## src/logic/rbc_pkg.sv

```systemverilog
package rbc_pkg;
   localparam int unsigned CLK_HZ             = 50_000_000;
   // Internal clocks held after the reset cause goes away
   localparam int unsigned RELEASE_CYCLES     = 64;
   localparam int unsigned RELEASE_W          = 7;
   localparam int unsigned POR_CYCLES         = 16;
   localparam int unsigned POR_W              = 5;
   localparam int unsigned SYNC_STAGES        = 2;
   // Pull-up disable bit positions
   localparam int unsigned PUD_W              = 3;
   localparam int unsigned PUD_RESET_BIT      = 0;
   localparam int unsigned PUD_BOOT_BIT       = 1;
   localparam int unsigned PUD_MEMMODE_BIT    = 2;
   localparam logic [2:0]  PUD_RESET_VALUE    = 3'h0;
   localparam logic        OSC_AMP_RESET      = 1'b0;
   // Boot mode bits: {flash_unsecured, external_boot}
   localparam logic [1:0]  MODE_INTERNAL      = 2'h0;
   typedef enum logic [1:0] {
      RBC_POR,
      RBC_HELD,
      RBC_COUNT,
      RBC_RUN
   } rbc_state_t;
endpackage : rbc_pkg

```

## src/logic/rbc_sync.sv

```systemverilog
`timescale 1ns/10ps
`default_nettype none
module rbc_sync
   import rbc_pkg::*;
#(
   parameter int unsigned WIDTH = 1
) (
   input  wire logic             clk,
   input  wire logic [WIDTH-1:0] async_in,
   output var  logic [WIDTH-1:0] sync_out
);
   // First stage feeds only the second
   logic [WIDTH-1:0] meta;
   always_ff @(posedge clk) begin
      meta     <= async_in;
      sync_out <= meta;
   end
endmodule // rbc_sync
`default_nettype wire

```

## src/logic/rbc_reset_boot.sv

```systemverilog
`timescale 1ns/10ps
`default_nettype none
module rbc_reset_boot
   import rbc_pkg::*;
#(
   parameter int unsigned RELEASE_COUNT = RELEASE_CYCLES
) (
   input  wire logic             clk,
   input  wire logic             srst,
   input  wire logic             reset_pin_n,
   input  wire logic             external_boot_strap,
   input  wire logic             ext_memory_mode_strap,
   input  wire logic             flash_secured,
   input  wire logic             clock_input_mode,
   input  wire logic [PUD_W-1:0] pullup_disable_wr,
   input  wire logic             pullup_disable_we,
   input  wire logic             osc_amplitude_mode_wr,
   input  wire logic             osc_amplitude_mode_we,
   output logic                  reset_out_pin_n,
   output logic                  chip_reset,
   output logic [PUD_W-1:0]      pullup_disable_reg,
   output logic                  reset_pullup_en,
   output logic                  boot_strap_pullup_disable,
   output logic                  osc_amplitude_mode_bit,
   output logic                  clock_input_mode_out,
   output logic [1:0]            op_mode_bits,
   output logic                  ext_memory_mode
);
   logic                 pin_n_s;
   logic                 boot_s;
   logic                 mem_s;
   logic                 sec_s;
   logic                 clkm_s;
   logic [POR_W-1:0]     por_cnt;
   logic                 por_done;
   logic [RELEASE_W-1:0] rel_cnt;
   rbc_state_t           state;
   rbc_state_t           next_state;
   logic                 cause;
   logic                 count_done;
   logic                 boot_req;
   logic                 next_reset;

   // Pins cross into clk domain first
   rbc_sync #(.WIDTH(5)) u_sync (
      .clk      (clk),
      .async_in ({reset_pin_n, external_boot_strap, ext_memory_mode_strap,
                  flash_secured, clock_input_mode}),
      .sync_out ({pin_n_s, boot_s, mem_s, sec_s, clkm_s})
   );

   always_ff @(posedge clk) begin
      if (srst) begin
         por_cnt  <= '0;
         por_done <= 1'b0;
      end else if (!por_done) begin
         por_cnt  <= por_cnt + POR_W'(1);
         por_done <= (por_cnt == POR_W'(POR_CYCLES - 1));
      end
   end

   assign cause = !pin_n_s || !por_done;
   assign count_done = (rel_cnt == RELEASE_W'(RELEASE_COUNT - 1));

   always_comb begin
      next_state = state;
      unique case (state)
         RBC_POR:   if (por_done) next_state = RBC_HELD;
         RBC_HELD:  if (!cause) next_state = RBC_COUNT;
         RBC_COUNT: if (cause) next_state = RBC_HELD;
                    else if (count_done) next_state = RBC_RUN;
         RBC_RUN:   if (cause) next_state = RBC_HELD;
      endcase
   end

   assign next_reset = (next_state != RBC_RUN);

   always_ff @(posedge clk) begin
      if (srst) begin
         state   <= RBC_POR;
         rel_cnt <= '0;
      end else begin
         state   <= next_state;
         rel_cnt <= (state == RBC_COUNT && !cause) ? rel_cnt + RELEASE_W'(1) : '0;
      end
   end

   always_ff @(posedge clk) begin
      if (srst) begin
         chip_reset      <= 1'b1;
         reset_out_pin_n <= 1'b0;
      end else begin
         chip_reset      <= next_reset;
         reset_out_pin_n <= !next_reset;
      end
   end

   assign boot_req = boot_s && !sec_s;

   always_ff @(posedge clk) begin
      if (srst) begin
         op_mode_bits    <= MODE_INTERNAL;
         ext_memory_mode <= 1'b0;
      end else if (chip_reset) begin
         op_mode_bits    <= sec_s ? MODE_INTERNAL : {1'b1, boot_req};
         // memory strap only with external boot
         ext_memory_mode <= boot_req && mem_s;
      end
   end

   // pull-up disable bits; amplitude resets zero
   // amplitude bit only, no relaxation controls
   always_ff @(posedge clk) begin
      if (srst || chip_reset) begin
         pullup_disable_reg     <= PUD_RESET_VALUE;
         osc_amplitude_mode_bit <= OSC_AMP_RESET;
      end else begin
         if (pullup_disable_we) pullup_disable_reg <= pullup_disable_wr;
         if (osc_amplitude_mode_we) osc_amplitude_mode_bit <= osc_amplitude_mode_wr;
      end
   end

   always_ff @(posedge clk) begin
      if (srst) begin
         reset_pullup_en           <= 1'b1;
         boot_strap_pullup_disable <= 1'b0;
         clock_input_mode_out      <= 1'b0;
      end else begin
         reset_pullup_en           <= !pullup_disable_reg[PUD_RESET_BIT];
         boot_strap_pullup_disable <= pullup_disable_reg[PUD_BOOT_BIT];
         clock_input_mode_out      <= clkm_s;
      end
   end
endmodule // rbc_reset_boot
`default_nettype wire

```

## config.mk

```make
export PLATFORM = sky130hd
export DESIGN_NAME = rbc_reset_boot
export DESIGN_NICKNAME = d
export VERILOG_FILES = /design/src/logic/rbc_pkg.sv /design/src/logic/rbc_sync.sv /design/src/logic/rbc_reset_boot.sv
export SDC_FILE = /design/constraint.sdc
export NUM_CORES = 1
export LEC_CHECK = 0
export BUFFER_PORTS_ARGS = -buffer_cell sky130_fd_sc_hd__buf_2
export CORE_MARGIN = 2
export CORE_UTILIZATION = 51
export CTS_CLUSTER_DIAMETER = 30
export CTS_CLUSTER_SIZE = 16
export DETAILED_ROUTE_END_ITERATION = 6
export PLACE_DENSITY = 0.79
export SETUP_SLACK_MARGIN = 0.5
export SYNTH_ARGS = -nofsm -noshare
export SYNTH_HDL_FRONTEND = slang
export SYNTH_HIERARCHICAL = 1
export SYNTH_SLANG_ARGS = --single-unit
```

## constraint.sdc

```tcl
create_clock -name clk -period 1.8 [get_ports clk]
set_input_delay 0.27 -clock clk [delete_from_list [all_inputs] [get_ports clk]]
set_output_delay 0.27 -clock clk [all_outputs]
set_load 0.1 [all_outputs]
```

==> metrics.txt, run 1 <==
max reg flops=7; most frequent cells in the layout=dfxtp_1, nor2_1, buf_4; endpoints failing hold=0; #FFs+latches synth=37; Die Width=52.6 µm; outcome=finished clean; slowest CP cell=dfxtp_2; Max Freq=797 MHz; Post-Synth XOR/XNOR Area=4.36%; Slew Viols, Final=0; DR vias/cell=4.92; setup violators final=0; initial core utilization=53.9%; drt first pass iters=4; port buffer count=24; Area contributors post-synth=dfxtp_1, mux2i_1, nor2_1; layout cells sized above 1=32.9%; clk_skew=0.00783 ns; Max-cap violations=0; Ports=25; Slew headroom=77.7%; Yosys top cell area share=61.5%; number of global-route vias before repair=748; Synth Cell Area=0.00120 mm²; final antenna-violating net count=0; Compound-Gate Fraction of Synth Area=5.40%; YS warnings=6; max incr delay on CP=0.36 ns; Yosys cell types=26; sequential area share after synthesis=61.5%; Layout Nets=158; total core area=0.00223 mm²; post-synth top area cell=dfxtp_1; RSZ-0062 raised after global routing=false; Syn Inst Count=112; All-Layer GR Usage=16.2%; Die ar.=0.00277 mm²; Clock Latency Late Sink=0.33 ns; gpl congestion=0.663; clock buffer count from CTS=5; Clock Path Buffers=2; vias=841; Die H=52.6 µm; Worst path most repeated cell=nor2_1; mux cell area share after synthesis=4.98%; period utilization=69.7%; maximum number of pins on one net before global-route repair=20; nature of the critical path startpoint=flop; Placement Rows=17; syn nets=128; H-tree Lvls=2; hold buffer count at CTS=0; CTS tree=yes; CTS sink cnt=37; clock root buffer=clkbuf_4; first-iteration detailed-routing DRC count=6; main combinational cell family by area after synthesis=simple AND/OR/NAND/NOR gates; crit end category=flop; pre-CTS setup slack=0.428 ns; worst vdd ir=826 µV; grt ovf=0; WS Path Type=reg2reg; CTS clk-pin slew, worst paths=0.10 ns; Worst Hold Class=in2reg; most common library cell in the layout ignoring fill and taps=dfxtp_1; Critical Path AT=1.47 ns; Post-Synth Simple-Gate Area=18.6%; worst path cell trace=ha_4, and3_4, ha_1, nor2_1, a21oi_1, nor2_1; P per Cell Area=878 mW/mm²; Worst-Margin Slew=0.335 ns; post-synthesis adder-cell area fraction=3.12%; Lkg Pwr=0.607 nW; CP max FO=3; antenna violations before repair=0; DR WL/cell=11.3 µm; WL final=1930 µm; setup TNS=0 ns; min setup slack post-route=0.545 ns; ANT cells=0; Mean Syn Cell Area=10.8 µm²; Reg with most FFs=rel_cnt; DRC errors left=0; Critical Path RT=2.02 ns; first-pass GRT wire length=3110 µm; Layout Area Growth over Synthesis=25.5%; HPWL reported at the end of detailed placement=1300 µm; min Tclk post-route=1.25 ns
## per-stage QoR
step / util, % / power [W] / instance area (µm²) / std cells / hold WS (ns)
3_5_place_dp: 60.3 / 0.000943 / 1350 / 160 / 0.313
3_3_place_gp: 60.3 / 0.000938 / 1350 / 160 / 0.311
2_1_floorplan: - / 0.000918 / 1210 / 112 / 0.298
4_1_cts: 65.8 / 0.00134 / 1470 / 171 / 0.0211
5_1_grt: 67.7 / 0.00139 / 1510 / 171 / 0.00708
6_report: 67.7 / 0.00133 / 1510 / 171 / 0.0337
## routing by layer
layer  vias up  global-route usage [%]  wire length, µm
met5         -                       0                0
met4         0                    7.69               27
met3         4                    7.71              135
met2        24                    25.2              963
met1       372                    18.6              798
li1        441                       -                -
## worst paths after layout
check                        start                  to  slack, ns  cells after the start
max                     por_cnt[1]          por_cnt[4]       0.55                      6
max reg2reg             por_cnt[1]          por_cnt[4]       0.55                      6
min          ext_memory_mode_strap      u_sync/meta[2]       0.03                      1
min reg2reg         u_sync/meta[4]  u_sync/sync_out[4]       0.34                      0
## timing repair
item,CTS,global route
setup endpoints to repair,15,11
gates resized for setup,19,8
setup buffers,3,0
gates cloned,0,0
endpoints found under the hold margin,0,0
## cell families (layout without fill, tap and decap cells)
group | after synthesis | after routing
AND/OR/NAND/NOR | 43 | 43
buffers and inverters | 6 | 37
XOR/XNOR | 6 | 6
AO/OA/AOI/OAI | 11 | 11
multiplexers | 6 | 6
adder cells (fa/ha/maj) | 3 | 3
flip-flops | 37 | 37
## report_power, final
| group | internal, W | total (W) | switching (W) | leakage, nW |
|---|---|---|---|---|
| Sequential | 0.000839 | 0.000851 | 0.0000113 | 0.306 |
| Clock | 0.000149 | 0.000395 | 0.000246 | 0.0320 |
| Combinational | 0.0000314 | 0.0000825 | 0.0000512 | 0.269 |
| Total | 0.00102 | 0.00133 | 0.000309 | 0.607 |
## critical path, delay by kind of cell (launching register included)
family | cells | cell delay (ns)
flip-flops | 1 | 0.36
AO/OA/AOI/OAI | 1 | 0.12
AND/OR/NAND/NOR | 3 | 0.25
adder cells (fa/ha/maj) | 2 | 0.41
## layout make-up
cell class | instances | area, µm²
inverter | 2 | 7.51
fill | 178 | 721
clock inverter | 2 | 10.0
sequential | 37 | 752
clock buffer | 6 | 41.3
multi-input combinational | 69 | 487
timing repair buffer | 27 | 180
tap | 28 | 35.0
## synthesized netlist by cell type (all sizes together)
master,count
a211oi,2
and3,1
o21a,1
inv,2
nand3,4
o31ai,1
a21oi,4
dfxtp,37
nand4b,2
nor2b,4
mux2i,6
xnor2,2
or3,2
ha,3
o21ai,3
nor3b,1
xor2,4
nor3,6
nand2b,3
buf,3
nand2,3
and4b,1
nor2,16
clkbuf,1
Note: power is estimated with default switching activity, not from simulation.
==> run 2, diff against run 1 <==
--- a/config.mk
+++ b/config.mk
@@ -5,13 +5,14 @@
 export SDC_FILE = /design/constraint.sdc
 export NUM_CORES = 1
 export LEC_CHECK = 0
+export ABC_AREA = 1
 export BUFFER_PORTS_ARGS = -buffer_cell sky130_fd_sc_hd__buf_2
 export CORE_MARGIN = 2
-export CORE_UTILIZATION = 51
+export CORE_UTILIZATION = 46
 export CTS_CLUSTER_DIAMETER = 30
 export CTS_CLUSTER_SIZE = 16
 export DETAILED_ROUTE_END_ITERATION = 6
-export PLACE_DENSITY = 0.79
+export PLACE_DENSITY = 0.75
 export SETUP_SLACK_MARGIN = 0.5
 export SYNTH_ARGS = -nofsm -noshare
 export SYNTH_HDL_FRONTEND = slang
==> constraint.sdc (replaced) <==
create_clock -name clk -period 1 [get_ports clk]
set_input_delay 0.15 -clock clk [delete_from_list [all_inputs] [get_ports clk]]
set_output_delay 0.15 -clock clk [all_outputs]
set_load 0.1 [all_outputs]
==> run 2 against run 1 <==
Effect of this change: setup slack worse by 0.63 ns; register-to-register slack worse by 0.63 ns; sequential power is 77% higher; largest cell class unchanged; the run now ends with negative hold slack, negative setup slack left; clock-buffer cell count is 1 higher; worst hold slack worse by 0.12 ns.
==> metrics.txt, run 2 <==
Clock Path Buffers=2 (unchanged); period utilization=109% (+39 points); H-tree Lvls=2 (unchanged); top cells by count, synth=dfxtp_1, nand2_1, inv_1, nor2_1, a21oi_1; Critical Path AT=1.31 ns (-0.16 ns); max reg flops=7 (unchanged); Area contributors post-synth=dfxtp_1, nand2_1, inv_1; Ports=25 (unchanged); min Tclk post-route=1.09 ns (-0.168 ns); ANT cells=0 (unchanged); Hold Slack=-0.0883 ns (-0.122 ns); Yosys cell types=21 (-19%); Fillers=174 (-2.2%); clock buffer count from CTS=5 (unchanged); EDFF count, synth=0 (unchanged); nature of the critical path startpoint=flop; initial core utilization=48.7% (-5.2 points); CTS tree=yes; DRC errors left=0 (unchanged); Slew headroom=82.1% (+4.4 points); syn nets=145 (+13%); YS warnings=6 (unchanged); main combinational cell family by area after synthesis=simple AND/OR/NAND/NOR gates; grt ovf=0 (unchanged); Synth Cell Area=0.00122 mm² (+1.1%); layout cells sized above 1=54.1% (+21 points); gpl congestion=0.789 (+19%); Reg with most FFs=rel_cnt; WL final=2460 µm (+28%); Layout Nets=185 (+17%); Post-Synth XOR/XNOR Area=0.719% (-3.6 points); most frequent cells in the layout=nand2_1, dfxtp_1, dfxtp_4; Worst Hold Class=in2reg; total core area=0.00250 mm² (+12%); vias=960 (+14%); Worst-Margin Slew=0.266 ns (-0.0694 ns); power consumption=0.00273 W (+110%); DR vias/cell=4.80 (-2.4%); P per Cell Area=1430 mW/mm² (+63%); Max Freq=920 MHz (+15%); Lkg Pwr=0.779 nW (+28%); first-pass GRT wire length=4230 µm (+36%); mux cell area share after synthesis=0% (-5.0 points); first-iteration detailed-routing DRC count=14 (+8); CTS sink cnt=37 (unchanged); Layout Area Growth over Synthesis=56.8%; Die H=55.5 µm (+5.4%); worst vdd ir=1250 µV (+51%); Post-synth top flop=dfxtp_1; outcome=complete, but fails checks; GRT Max-Usage Layer=met2; top-count cell post-synth=dfxtp_1; Die ar.=0.00308 mm² (+11%); final antenna-violating net count=0 (unchanged); #FFs+latches synth=37 (unchanged); clk_skew=0.00851 ns (+0.000686 ns); Syn Inst Count=129 (+15%); post-synthesis adder-cell area fraction=3.08% (-0.035 points); maximum number of pins on one net before global-route repair=12 (-40%); final core occ=76.4% (+8.7 points); sequential area share after synthesis=60.8% (-0.69 points); most common library cell in the layout ignoring fill and taps=nand2_1; drt first pass iters=4 (unchanged); RSZ-0062 raised after global routing=true; Max-cap violations=0 (unchanged); WS Path Type=reg2reg; HPWL reported at the end of detailed placement=1590 µm (+22%); Critical Path RT=1.22 ns (-0.80 ns); clock root buffer=clkbuf_4; DR WL/cell=12.3 µm (+9.2%); number of global-route vias before repair=943 (+26%); post-synth top area cell=dfxtp_1; crit end category=flop; Placement Rows=18 (+1); met1 Resource Use GR=19.7% (+1.1 points); failing checks=negative hold slack, negative setup slack; Synth async-reset ratio=0% (unchanged); antenna violations before repair=0 (unchanged); min setup slack post-route=-0.0870 ns (-0.632 ns); All-Layer GR Usage=18.0% (+1.8 points); Clock Latency Late Sink=0.33 ns (about the same); M3 GR Usage=7.26% (-0.45 points); CP max FO=3 (unchanged); setup violators final=18 (+18); Slew Viols, Final=0 (unchanged); Die Width=55.5 µm (+5.4%); endpoints failing hold=6 (+6); Post-Synth Simple-Gate Area=20.9% (+2.4 points); met2 Usage GRT=31.8% (+6.6 points); Compound-Gate Fraction of Synth Area=8.11% (+2.7 points); port buffer count=24 (unchanged); Mean Syn Cell Area=9.45 µm² (-12%); CTS clk-pin slew, worst paths=0.10 ns (about the same); Yosys top cell area share=60.8% (-0.69 points)
-- run 2: cell count changes in the layout (fill, tap and decap cells not counted), sizes merged, moves of 3 or more --
cell / delta
nand2b: -3
nor2b: -4
nor3: -5
nand2: +17
nand4: +4
o21ai: +5
xor2: -3
inv: +16
a21oi: +7
buf: +7
mux2i: -6
-- run 2: area by class of cell --
| type | instances | area (µm²) | share of cell area (%) |
|---|---|---|---|
| Clock buffer | 7 | 55.1 | 2.88 |
| Multi-Input combinational cell | 73 | 515 | 27.0 |
| Inverter | 18 | 77.6 | 4.06 |
| Timing Repair Buffer | 34 | 394 | 20.6 |
| Sequential cell | 37 | 801 | 41.9 |
| Tap cell | 30 | 37.5 | 1.96 |
| Clock inverter | 1 | 30.0 | 1.57 |
-- run 2: critical path, stage by stage (launching register included) --
cell     delay (ns)
dfxtp_2        0.35
ha_4           0.16
and3_4         0.15
ha_4           0.27
a21oi_2        0.04
-- run 2: kinds of logic (layout without fill, tap and decap cells) --
logic type	count (synthesis)	after routing
adder cells (fa/ha/maj)	3	3
AND/OR/NAND/NOR	50	50
flip-flops	37	37
buffers and inverters	19	60
XOR/XNOR	1	1
AO/OA/AOI/OAI	19	19
-- run 2: worst paths after layout --
path	start	end	slack [ns]	depth (start not counted)
max	por_cnt[0]	por_cnt[4]	-0.09	4
min	external_boot_strap	u_sync/meta[3]	-0.09	1
max reg2reg	por_cnt[0]	por_cnt[4]	-0.09	4
min reg2reg	u_sync/meta[3]	u_sync/sync_out[3]	0.34	0
-- run 2: where the power goes --
part	internal (W)	switching, W	total, W
combinational	0.0000750	0.000104	0.000178
sequential	0.00148	0.0000252	0.00151
clock	0.000597	0.000451	0.00105
-- run 2: layer usage --
metal | up-vias | wire length, µm
li1 | 498 | -
met1 | 435 | 986
met2 | 20 | 1330
met3 | 7 | 115
met4 | 0 | 29
met5 | - | 0
-- run 2: per-stage QoR --
step	area, µm²	TNS, ns	hold slack (ns)	std cells	setup slack, ns
6_report	1910	-0.571	-0.0883	200	-0.0870
5_1_grt	1910	-1.73	-0.114	200	-0.139
4_1_cts	1850	-0.839	-0.100	197	-0.105
3_5_place_dp	1670	-0.366	0.254	185	-0.0874
3_3_place_gp	1670	-0.127	0.253	185	-0.0434
2_1_floorplan	1320	-0.0648	0.178	129	-0.0332
-- run 2: timing repair --
| item | 4_1_cts | 5_1_grt |
|---|---|---|
| pin swaps | 9 | 8 |
| resized for setup | 16 | 12 |
| setup endpoints to repair | 38 | 39 |
| setup buffers | 4 | 3 |
| hold endpoints to repair | 6 | 6 |
==> run 3, diff against run 2 <==
--- a/config.mk
+++ b/config.mk
@@ -8,11 +8,12 @@
 export ABC_AREA = 1
 export BUFFER_PORTS_ARGS = -buffer_cell sky130_fd_sc_hd__buf_2
 export CORE_MARGIN = 2
-export CORE_UTILIZATION = 46
+export CORE_UTILIZATION = 50
+export CTS_BUF_LIST = sky130_fd_sc_hd__clkbuf_8
 export CTS_CLUSTER_DIAMETER = 30
 export CTS_CLUSTER_SIZE = 16
 export DETAILED_ROUTE_END_ITERATION = 6
-export PLACE_DENSITY = 0.75
+export PLACE_DENSITY = 0.81
 export SETUP_SLACK_MARGIN = 0.5
 export SYNTH_ARGS = -nofsm -noshare
 export SYNTH_HDL_FRONTEND = slang
==> run 3 against run 2 <==
Effect of this change: the flow still finishes with violations (negative hold slack, negative setup slack); setup slack got worse by 0.077 ns; global-route usage rose by 11 points; critical path depth is 2 higher; sequential cell count is the same; total power increased by 4.3%; register-to-register slack worse by 0.08 ns; clock power grew 7%; wire length increased by 86%; utilization increased by 16 points; sequential power is essentially flat; critical endpoint is now rel_cnt[4]; largest power group unchanged.
==> metrics.txt, run 3 (same netlist as run 2, synthesis figures left out) <==
outcome=complete, but fails checks; failing checks=negative hold slack, negative setup slack; FF-to-FF path depth=6 (+2); CP max FO=3 (unchanged); Clock Latency Late Sink=0.30 ns (-0.03 ns); DR vias/cell=5.70 (+19%); DR WL/cell=22.0 µm (+79%); HPWL reported at the end of detailed placement=1720 µm (+8.2%); clk_skew=0.00807 ns (-0.000441 ns); Layout Area Growth over Synthesis=71.0%; dpl cells=185 (unchanged); Ports=25 (unchanged); M3 GR Usage=7.91% (+0.65 points); Worst Hold Class=in2reg; layout cells sized above 1=64.4% (+10 points); RSZ-0062 raised after global routing=true; CTS clk-pin slew, worst paths=0.07 ns (-0.03 ns); Reg with most FFs=rel_cnt; maximum number of pins on one net before global-route repair=13 (+1); Critical path buffers and inverters=1 (+1); Die ar.=0.00285 mm² (-7.4%); Max Freq=859 MHz (-6.6%); Critical Path RT=1.22 ns (about the same); clock buffer count from CTS=5 (unchanged); min setup slack post-route=-0.164 ns (-0.0768 ns); Lkg Pwr=0.867 nW (+11%); nature of the critical path startpoint=flop; Placement Rows=17 (-1); H-tree Lvls=2 (unchanged); Critical Path AT=1.38 ns (+0.07 ns); most frequent cells in the layout=dfxtp_4, dfxtp_1, nand2_1; max incr delay on CP=0.37 ns (+0.02 ns); met2 Usage GRT=50.0% (+18 points); WL final=4570 µm (+86%); ANT cells=0 (unchanged); initial core utilization=54.1% (+5.3 points); Clock Path Buffers=2 (unchanged); post-route insts no fill=208 (+4.0%); first-iteration detailed-routing DRC count=34 (+20); WP depth=6 (+2); Hold Slack=-0.0429 ns (+0.0454 ns); endpoints failing hold=5 (-1); worst path cell trace=ha_4, nand2_4, nor2_4, inv_2, or2_0, a21oi_2; Die H=53.4 µm (-3.8%); max reg flops=7 (unchanged); clock root buffer=clkbuf_8; Max-cap violations=0 (unchanged); port buffer count=24 (unchanged); All-Layer GR Usage=28.9% (+11 points); met1 Resource Use GR=31.4% (+12 points); worst vdd ir=1730 µV (+39%); WS Path Type=reg2reg; CTS sink cnt=37 (unchanged); min Tclk post-route=1.16 ns (+0.0768 ns); setup TNS=-1.02 ns (-0.454 ns); final antenna-violating net count=0 (unchanged); P per Cell Area=1370 mW/mm² (-4.4%); period utilization=116% (+7.7 points); pre-CTS setup slack=-0.108 ns (-0.0202 ns); Worst-Margin Slew=0.297 ns (+0.0316 ns); total core area=0.00225 mm² (-9.8%); gpl congestion=0.682 (-14%); Slew Viols, Final=0 (unchanged); setup violators final=11 (-7); delay-heaviest family, CP=simple AND/OR/NAND/NOR gates; Slew headroom=80.0% (-2.1 points); hold path depth=1 (unchanged); number of global-route vias before repair=1098 (+16%); slowest CP cell=dfxtp_4; drt first pass iters=4 (unchanged); Die Width=53.4 µm (-3.8%); GRT Max-Usage Layer=met2; final core occ=92.5% (+16 points); CTS tree=yes; antenna violations before repair=0 (unchanged); crit end category=flop; grt ovf=0 (unchanged); first-pass GRT wire length=5400 µm (+28%); vias=1185 (+23%); DRC errors left=0 (unchanged); Layout Nets=195 (+5.4%); Fillers=82 (-53%)
-- run 3: cell types whose count changed in the layout (fill, tap and decap cells not counted), moves of 3 or more --
cell,change
clkbuf_4,-5
nor2_1,-6
clkbuf_8,+5
nor2_2,+4
buf_6,+5
nand2_1,-3
buf_4,+4
-- run 3: final cells by class --
type / instances / area (µm²) / area share [%]
multi-input cells: 73 / 568 / 27.3
well taps: 28 / 35.0 / 1.68
inverters: 18 / 77.6 / 3.72
repair buffers: 44 / 500 / 24.0
clock inverters: 2 / 13.8 / 0.660
clock buffers: 6 / 82.6 / 3.96
flip-flops and latches: 37 / 807 / 38.7
-- run 3: final timing paths --
kind / from / to / slack [ns]
worst max-delay path: rel_cnt[0] / rel_cnt[4] / -0.16
worst min-delay path: clock_input_mode / u_sync/meta[0] / -0.04
worst max register to register: rel_cnt[0] / rel_cnt[4] / -0.16
worst min register to register: u_sync/meta[2] / u_sync/sync_out[2] / 0.35
-- run 3: power by group --
part / internal, W / total (W) / leakage (nW) / switching (W)
clock network: 0.000559 / 0.00112 / 0.0512 / 0.000558
registers: 0.00148 / 0.00151 / 0.315 / 0.0000319
logic: 0.0000936 / 0.000225 / 0.500 / 0.000132
-- run 3: stage by stage --
| stage | instance area (µm²) | power [W] |
|---|---|---|
| after detailed placement | 1680 | 0.00171 |
| after global routing | 2080 | 0.00292 |
| after global placement | 1680 | 0.00170 |
| after floorplan | 1320 | 0.00163 |
| after CTS | 1940 | 0.00278 |
| final | 2080 | 0.00285 |
-- run 3: per-layer routing --
layer  routed length, µm  up-vias  share of wire (%)
li1                    -      514                  -
met1                1600      558                 35
met2                2390       80                 52
met3                 282       33                6.2
met4                 306        0                6.7
met5                   0        -                  0
-- run 3: what timing repair did --
action | in CTS | in global routing
setup buffers | 7 | 8
resized for setup | 27 | 25
setup endpoints to repair | 39 | 39
pin swaps | 16 | 11
hold endpoints to repair | 5 | 5
